`config.mk`:
```
export PLATFORM = sky130hd
export DESIGN_NAME = ccg_clock_gen
export DESIGN_NICKNAME = d
export VERILOG_FILES = /design/src/pkg/ccg_pkg.sv /design/src/core/ccg_clock_gen.sv /design/src/core/ccg_sys_clk.sv
export SDC_FILE = /design/constraint.sdc
export NUM_CORES = 1
export LEC_CHECK = 0
export ABC_AREA = 1
export ABC_CLOCK_PERIOD_IN_PS = 2400
export BUFFER_PORTS_ARGS = -buffer_cell sky130_fd_sc_hd__buf_2
export CAP_MARGIN = 15
export CORE_ASPECT_RATIO = 1.25
export CORE_MARGIN = 2
export CORE_UTILIZATION = 30
export CTS_CLUSTER_SIZE = 14
export DETAILED_ROUTE_END_ITERATION = 6
export PLACE_DENSITY_LB_ADDON = 0.25
export SYNTH_ARGS = -nofsm -noshare
export SYNTH_HDL_FRONTEND = slang
export SYNTH_SLANG_ARGS = --single-unit
```
`constraint.sdc`:
```
create_clock -name clock_in -period 2.4 [get_ports clock_in]
set_input_delay 0.48 -clock clock_in [delete_from_list [all_inputs] [get_ports clock_in]]
set_output_delay 0.48 -clock clock_in [all_outputs]
set_load 0.1 [all_outputs]
```
`src/pkg/ccg_pkg.sv`:
```
// Package of constants and carrier types for the clock generation block.
// Contract
// - The oscillator input is divided by two to give a 50% duty internal clock.
// - The CPU clock monitor output toggles following the oscillator transitions.
// - Scheme one drives a differential system clock synchronous to the internal clock.
// - Scheme two locks the internal clock to a system reference through a digital PLL; the code only realigns the ratio divider phase on reference rises.
// - The oscillator is the time base only while supply-good is asserted.
// - With supply-good deasserted the device runs from the ring oscillator.
// - On ring fallback from supply-good the divisor is forced to 8 and the delay to 3.
// - From the ring oscillator the internal clock is half the ring frequency.
// - Detecting an absent oscillator switches the source to the ring oscillator.
// - The clock-loss fallback happens whatever the supply-good level.
// - With the oscillator present supply-good selects the source normally.
package ccg_pkg;

  // ---------------------------------------------------------------
  // Timing and field constants
  // ---------------------------------------------------------------
  localparam int unsigned CLK_MHZ = 200;
  localparam int unsigned LOSS_TIME_NS = 100;
  localparam int unsigned LOSS_CYCLES = (LOSS_TIME_NS * CLK_MHZ) / 1000;
  localparam int CNT_W = 8;
  localparam int DIV_W = 4;
  localparam int DLY_W = 2;
  localparam logic [DIV_W-1:0] FORCED_DIVISOR = 4'h8;
  localparam logic [DLY_W-1:0] FORCED_DELAY = 2'h3;
  localparam logic [DIV_W-1:0] RESET_DIVISOR = 4'h2;
  localparam logic [DLY_W-1:0] RESET_DELAY = 2'h0;
  localparam logic [DIV_W-1:0] MIN_DIVISOR = 4'h2;
  localparam logic [CNT_W-1:0] LOCK_WINDOW = 8'h02;
  // Cycles the internal clock must rest after a toggle before it may toggle again.
  localparam logic [1:0] MIN_PHASE = 2'h2;

  // Source selector states, Gray along the usual path.
  typedef enum logic [1:0] {
    CCG_SRC_OSC = 2'b00,
    CCG_SRC_WAIT_RING = 2'b01,
    CCG_SRC_RING = 2'b11,
    CCG_SRC_WAIT_OSC = 2'b10
  } ccg_src_e;

  // Settings actually applied to the system clock generator.
  typedef struct packed {
    logic [DIV_W-1:0] divisor;
    logic [DLY_W-1:0] delay;
  } ccg_cfg_s;

endpackage
```
`src/core/ccg_clock_gen.sv`:
```
// Clock generation top: oscillator divide, loss detection, ring fallback.
`timescale 1ns/1ps
module ccg_clock_gen
  import ccg_pkg::*;
(
  input wire logic clock_in,
  input wire logic rst_n_in,
  input wire logic osc_clk_in,
  input wire logic ring_osc_in,
  input wire logic supply_good_input_in,
  input wire logic ref_clk_in,
  input wire logic ref_mode_in,
  input wire logic [DIV_W-1:0] divisor_in,
  input wire logic [DLY_W-1:0] delay_in,
  output logic cpu_clk_monitor_out,
  output logic internal_clk_out,
  output logic generated_system_clock_output_h_out,
  output logic generated_system_clock_output_l_out,
  output logic delayed_system_clock_output_out,
  output logic ring_active_out,
  output logic clock_lost_out,
  output logic locked_out
);

  // ---------------------------------------------------------------
  // Input synchronisers
  // ---------------------------------------------------------------
  // Oscillator, ring, supply-good and reference come from outside the domain.
  logic [3:0] sync_a;
  logic [3:0] sync_b;
  logic osc_prev;
  logic ring_prev;
  logic ref_prev;

  always_ff @(posedge clock_in or negedge rst_n_in) begin
    if (!rst_n_in) begin
      sync_a <= '0;
      sync_b <= '0;
    end else begin
      sync_a <= {ref_clk_in, supply_good_input_in, ring_osc_in, osc_clk_in};
      sync_b <= sync_a;
    end
  end

  // Previous synchronised levels give edge detection away from the first stage.
  always_ff @(posedge clock_in or negedge rst_n_in) begin
    if (!rst_n_in) begin
      osc_prev <= 1'b0;
      ring_prev <= 1'b0;
      ref_prev <= 1'b0;
    end else begin
      osc_prev <= sync_b[0];
      ring_prev <= sync_b[1];
      ref_prev <= sync_b[3];
    end
  end

  logic osc_edge;
  logic ring_edge;
  logic ref_rise;
  logic supply_good;
  assign osc_edge = sync_b[0] ^ osc_prev;
  assign ring_edge = sync_b[1] ^ ring_prev;
  assign ref_rise = sync_b[3] & ~ref_prev;
  assign supply_good = sync_b[2];

  // ---------------------------------------------------------------
  // Clock-loss detector
  // ---------------------------------------------------------------
  // Any oscillator transition restarts the count; silence past the limit means loss.
  // The limit trades detection latency against false trips on slow oscillators.
  logic [CNT_W-1:0] quiet;
  logic osc_lost;

  always_ff @(posedge clock_in or negedge rst_n_in) begin
    if (!rst_n_in) begin
      quiet <= '0;
      osc_lost <= 1'b1;
    end else if (osc_edge) begin
      quiet <= '0;
      osc_lost <= 1'b0;
    end else if (quiet == CNT_W'(LOSS_CYCLES)) begin
      osc_lost <= 1'b1;
    end else begin
      quiet <= quiet + 8'h01;
    end
  end

  // Loss forces the ring whatever supply-good says; otherwise supply-good decides.
  logic want_ring;
  assign want_ring = osc_lost | ~supply_good;

  // ---------------------------------------------------------------
  // Source selection
  // ---------------------------------------------------------------
  // Switching waits for the internal clock low phase so no phase is cut short.
  ccg_src_e state;
  ccg_src_e next_state;
  logic int_clk;

  always_comb begin
    next_state = state;
    case (state)
      CCG_SRC_OSC: begin
        if (want_ring) begin
          next_state = CCG_SRC_WAIT_RING;
        end
      end
      CCG_SRC_WAIT_RING: begin
        if (!want_ring) begin
          next_state = CCG_SRC_OSC;
        end else if (!int_clk) begin
          next_state = CCG_SRC_RING;
        end
      end
      CCG_SRC_RING: begin
        if (!want_ring) begin
          next_state = CCG_SRC_WAIT_OSC;
        end
      end
      CCG_SRC_WAIT_OSC: begin
        if (want_ring) begin
          next_state = CCG_SRC_RING;
        end else if (!int_clk) begin
          next_state = CCG_SRC_OSC;
        end
      end
      default: begin
        next_state = CCG_SRC_RING;
      end
    endcase
  end

  always_ff @(posedge clock_in or negedge rst_n_in) begin
    if (!rst_n_in) begin
      state <= CCG_SRC_RING;
    end else begin
      state <= next_state;
    end
  end

  logic use_ring;
  assign use_ring = (state == CCG_SRC_RING) || (state == CCG_SRC_WAIT_OSC);

  // ---------------------------------------------------------------
  // Divide by two
  // ---------------------------------------------------------------
  // Each rising edge of the chosen source toggles the internal clock: two source
  // periods form one internal period, so duty is exactly 50%.
  // Toggling holds during a pending switch only in its low phase.
  // A dead oscillator can never end a high phase, so a pending move to the
  // ring takes its edges from the ring once loss has been declared.
  logic src_edge;
  logic hold_low;
  logic int_tick;
  logic src_rise;
  logic ring_src;
  logic may_toggle;
  logic [1:0] run;
  assign ring_src = use_ring || ((state == CCG_SRC_WAIT_RING) && osc_lost);
  assign src_edge = ring_src ? ring_edge : osc_edge;
  assign src_rise = src_edge & (ring_src ? sync_b[1] : sync_b[0]);
  assign hold_low = ((state == CCG_SRC_WAIT_RING) || (state == CCG_SRC_WAIT_OSC)) & ~int_clk;
  assign may_toggle = src_rise & ~hold_low & (run == MIN_PHASE);
  assign int_tick = may_toggle & int_clk;

  always_ff @(posedge clock_in or negedge rst_n_in) begin
    if (!rst_n_in) begin
      int_clk <= 1'b0;
    end else if (may_toggle) begin
      int_clk <= ~int_clk;
    end
  end

  // Cycles since the last toggle, saturating. An edge that comes too soon after
  // a source switch is skipped, which stretches that phase instead of cutting it.
  always_ff @(posedge clock_in or negedge rst_n_in) begin
    if (!rst_n_in) begin
      run <= '0;
    end else if (may_toggle) begin
      run <= '0;
    end else if (run != MIN_PHASE) begin
      run <= run + 2'h1;
    end
  end

  // The monitor output follows the source transitions after the internal toggle.
  always_ff @(posedge clock_in or negedge rst_n_in) begin
    if (!rst_n_in) begin
      cpu_clk_monitor_out <= 1'b0;
      internal_clk_out <= 1'b0;
    end else begin
      cpu_clk_monitor_out <= int_clk;
      internal_clk_out <= int_clk;
    end
  end

  // ---------------------------------------------------------------
  // System clock settings and generator
  // ---------------------------------------------------------------
  // On supply-good fallback the divisor and delay are forced; a divisor
  // below the minimum is clamped since the divider cannot make it.
  ccg_cfg_s cfg;
  always_ff @(posedge clock_in or negedge rst_n_in) begin
    if (!rst_n_in) begin
      cfg <= '{divisor: RESET_DIVISOR, delay: RESET_DELAY};
    end else if (!supply_good) begin
      cfg <= '{divisor: FORCED_DIVISOR, delay: FORCED_DELAY};
    end else begin
      cfg.divisor <= (divisor_in < MIN_DIVISOR) ? MIN_DIVISOR : divisor_in;
      cfg.delay <= delay_in;
    end
  end

  logic sys_clk;
  logic sys_dly;
  logic sys_lock;
  ccg_sys_clk u_sys_clk (
    .clock_in(clock_in),
    .rst_n_in(rst_n_in),
    .int_tick_in(int_tick),
    .cfg_in(cfg),
    .ref_mode_in(ref_mode_in),
    .ref_rise_in(ref_rise),
    .sys_clk_out(sys_clk),
    .sys_clk_dly_out(sys_dly),
    .locked_out(sys_lock)
  );

  // Registered outputs; the pair is differential in scheme one, quiet in scheme two.
  always_ff @(posedge clock_in or negedge rst_n_in) begin
    if (!rst_n_in) begin
      generated_system_clock_output_h_out <= 1'b0;
      generated_system_clock_output_l_out <= 1'b1;
      delayed_system_clock_output_out <= 1'b0;
      locked_out <= 1'b0;
      ring_active_out <= 1'b1;
      clock_lost_out <= 1'b1;
    end else begin
      generated_system_clock_output_h_out <= ~ref_mode_in & sys_clk;
      generated_system_clock_output_l_out <= ref_mode_in | ~sys_clk;
      delayed_system_clock_output_out <= sys_dly;
      locked_out <= sys_lock;
      ring_active_out <= use_ring;
      clock_lost_out <= osc_lost;
    end
  end

endmodule

```
`src/core/ccg_sys_clk.sv`:
```
// System clock generator: ratio divider, delayed copy and reference lock.
`timescale 1ns/1ps
module ccg_sys_clk
  import ccg_pkg::*;
(
  input wire logic clock_in,
  input wire logic rst_n_in,
  input wire logic int_tick_in,
  input wire ccg_cfg_s cfg_in,
  input wire logic ref_mode_in,
  input wire logic ref_rise_in,
  output logic sys_clk_out,
  output logic sys_clk_dly_out,
  output logic locked_out
);

  logic [DIV_W-1:0] phase;
  logic [1:0] hist;
  logic [CNT_W-1:0] err;
  logic next_sys;
  logic [3:0] taps;

  // ---------------------------------------------------------------
  // Ratio divider
  // ---------------------------------------------------------------
  // Phase advances on each internal clock tick; a reference edge realigns it.
  always_ff @(posedge clock_in or negedge rst_n_in) begin
    if (!rst_n_in) begin
      phase <= '0;
    end else if (ref_mode_in && ref_rise_in) begin
      phase <= '0;
    end else if (int_tick_in) begin
      if (phase >= cfg_in.divisor - 4'h1) begin
        phase <= '0;
      end else begin
        phase <= phase + 4'h1;
      end
    end
  end

  // High for the first half of each ratio period, synchronous to the ticks.
  // The taps line up the coming level and the levels of the last three ticks.
  assign next_sys = (phase < (cfg_in.divisor >> 1));
  assign taps = {hist, sys_clk_out, next_sys};

  always_ff @(posedge clock_in or negedge rst_n_in) begin
    if (!rst_n_in) begin
      sys_clk_out <= 1'b0;
      hist <= '0;
    end else if (int_tick_in) begin
      sys_clk_out <= next_sys;
      hist <= {hist[0], sys_clk_out};
    end
  end

  // Delayed copy taken delay ticks after the main system clock.
  always_ff @(posedge clock_in or negedge rst_n_in) begin
    if (!rst_n_in) begin
      sys_clk_dly_out <= 1'b0;
    end else if (int_tick_in) begin
      sys_clk_dly_out <= taps[cfg_in.delay];
    end
  end

  // ---------------------------------------------------------------
  // Lock detection
  // ---------------------------------------------------------------
  // Lock is declared once reference edges land on phase zero or the last phase repeatedly.
  always_ff @(posedge clock_in or negedge rst_n_in) begin
    if (!rst_n_in) begin
      err <= '0;
      locked_out <= 1'b0;
    end else if (!ref_mode_in) begin
      err <= '0;
      locked_out <= 1'b0;
    end else if (ref_rise_in) begin
      if (phase == '0 || phase == cfg_in.divisor - 4'h1) begin
        if (err != LOCK_WINDOW) begin
          err <= err + 8'h01;
        end
        locked_out <= (err == LOCK_WINDOW);
      end else begin
        err <= '0;
        locked_out <= 1'b0;
      end
    end
  end

endmodule

```
==> results.toml <==
[place]
portBuffers = 20
place_hpwl_um = 3420
place_congestion = 0.776
placed_cells = 439

[synth]
synthTopCellsByCount = "nand2_1 (60), dfrtp_1 (48), inv_1 (44)"
synth_area_um2 = 2710
synth_cells = 302
synth_top_area_share_pct = 44.3
synth_fp_nets = 334
synth_ff_type = "dfrtp_1"
synth.avg_cell_area_um2 = 8.98
synth_area_leaders = "dfrtp_1 (44%), ha_1 (8.8%), nand2_1 (8.3%)"
seq_area_frac_synth_pct = 51.1
synth-seq-cells = 55
yosysTopAreaCell = "dfrtp_1"
yosysMostFrequentCell = "nand2_1"
ys_warn_count = 0
ys_types = 28
async_flop_share_pct = 100
synth_edf_count = 0

[critical_path]
cp.required_ns = 2.60
crit_path_max_fanout = 13
critPathLaunchType = "register"
r2r-end = "u_sys_clk.err[4]"
worstSetupEndpointType = "register"
crit_arrival_ns = 2.30
worst_path_largest_cell_delay_ns = 0.54
reg2reg_depth = 12
worstPathCellList = "inv_1, ha_1, xnor2_1, ha_1, nand2_1, inv_1, nand3_1, nand2_1, nand3_1, nand2_2, nand2_1, o21ai_0"
slowest_stage = "dfstp_2"
worst-setup-path-type = "register to register"
r2r_start = "cfg[3]"
rrSetupSlack_ns = 0.30
crit_path_frequent_cell = "nand2_1"

[sta]
fin_crit_ns = 2.10
fin_tns_setup_ns = 0
slew_headroom_pct = 53.9
slew_viol_final = 0
min_period_over_period_pct = 87.3
worst_slew_pin_slew_ns = 0.692
fmax_mhz = 477
skew_ns = 0.00781
rsz0062_at_grt = "false"
hold_violations = 0
setup_viol = 0

[clocking]
numCtsBuffers = 5
clock_latency_ns = 0.31
clockBufferDepth = 2
root_buffer = "clkbuf_8"
post_cts_buffers = 0
cts_tree = "yes"
clkTransAtPathRegs_ns = 0.11
holdBufCountCts = 0
clock-sinks = 55
htreeDepth = 2
post_cts_resized = 0

[detailed_routing]
drc = 0
drt_wl_total_um = 4700
antenna_left = 0
routedWlPerCell_um = 10.5
dr_total_vias = 1925
vias_per_cell = 4.31
firstDrtPassIters = 4
drt-initial-drc-count = 112

[power]
power.density_nw_per_um2 = 966
ir_drop_mv = 0.442
p_leak_nw = 1.49

[final_layout]
nNetsFinal = 358
n_antenna_cell = 0
drive_above_1_share_pct = 15.6
syn2layout_area_growth_pct = 12.5
fin_cells = 447

[min_path]
hp-class = "input port to register"
min_to = "sync_a[2]"
min-delay-start = "supply_good_input_in"
hold_path_depth = 1

[floorplan]
initial_utilization_pct = 31.0
die_h_um = 110
die_area_um2 = 9820
rows = 38
die_w_um = 89.0
io-pin-count = 21
coreArea_um2 = 8750

[grt]
grt_overflow = 0
grt_first_pass_wirelength_um = 8610
grt_max_degree = 56
grt_pass1_vias = 1931
track_usage_pct = 11.3
antenna_found_initial = 0

[run_status]
status = "completed"

[run]
max_cap_viol_count = 0
[state kept, by name (all words and copies together) (netlist names), 2 cells and up]
register	flops
cfg	6
quiet	8
run	2
state	2
sync_a	4
sync_b	4
u_sys_clk.err	8
u_sys_clk.hist	2
u_sys_clk.phase	4
[report_power, final]
group / leakage (nW) / internal, mW / switching (mW)
Combinational: 0.754 / 0.305 / 0.757
Clock: 0.0548 / 0.315 / 0.323
Sequential: 0.684 / 1.11 / 0.138
Total: 1.49 / 1.73 / 1.22
[metal layers]
metal  global-route usage, %  wire, µm
met5                       0         0
met4                    2.88        65
met3                    2.98       129
met2                    20.0      2380
met1                    13.4      2130
[logic make-up (layout without fill, tap and decap cells)]
family                     Yosys count  count (layout)  synth area share [%]
AOI/OAI and AO/OA                   35              35                  7.15
buffers and inverters               48              73                  7.34
xor gates and xnor gates             8               8                  2.58
and+or+nand+nor                    136             136                  22.7
adders and majority gates           19              19                  8.77
DFF                                 55              55                  51.1
muxes                                1               1                 0.415
[worst max-delay path by stage]
stage | start | to
final | cfg[3] | u_sys_clk.err[4]
after global routing | cfg[3] | u_sys_clk.err[1]
after CTS | cfg[3] | u_sys_clk.err[1]
after detailed placement | cfg[3] | u_sys_clk.err[1]
after global placement | cfg[3] | u_sys_clk.err[1]
after floorplan | cfg[3] | u_sys_clk.err[6]
[area by class of cell]
| class | instances | area (µm²) |
|---|---|---|
| clock buffer | 5 | 68.8 |
| clock inverter | 3 | 46.3 |
| fill | 930 | 5700 |
| inverter | 44 | 165 |
| multi-input combinational | 199 | 1130 |
| sequential | 55 | 1390 |
| tap | 120 | 150 |
| timing repair buffer | 21 | 108 |
[placed cells by master (no fill, tap or decap), types with 7 or more instances in the layout]
master	count
nand2_1	60
dfrtp_1	48
inv_1	44
nor2_1	29
o21ai_0	21
buf_2	20
ha_1	19
nand3_1	18
nor3_1	8
nand4_1	8
a21oi_1	8
dfstp_2	7
[worst max-delay path, delay by kind of cell (launching register included)]
| kind | cells | cell delay [ns] |
|---|---|---|
| AO/OA/AOI/OAI | 1 | 0.08 |
| AND/OR/NAND/NOR | 6 | 0.68 |
| flip-flops | 1 | 0.54 |
| XOR/XNOR | 1 | 0.16 |
| adder cells (fa/ha/maj) | 2 | 0.43 |
| buffers and inverters | 2 | 0.09 |
[stage by stage]
step                      hold WS (ns)  util [%]  setup WS, ns  area [µm²]  power, mW
after CTS                        0.256      34.9         0.248        3050       3.00
after floorplan                  0.184         -         0.478        2710       2.12
final                            0.267      34.9         0.304        3050       2.95
after global placement           0.332      33.6         0.307        2940       2.33
after global routing             0.244      34.9        0.0420        3050       3.21
after detailed placement         0.335      33.6         0.252        2940       2.35
Power figures use the tool's default switching activity.
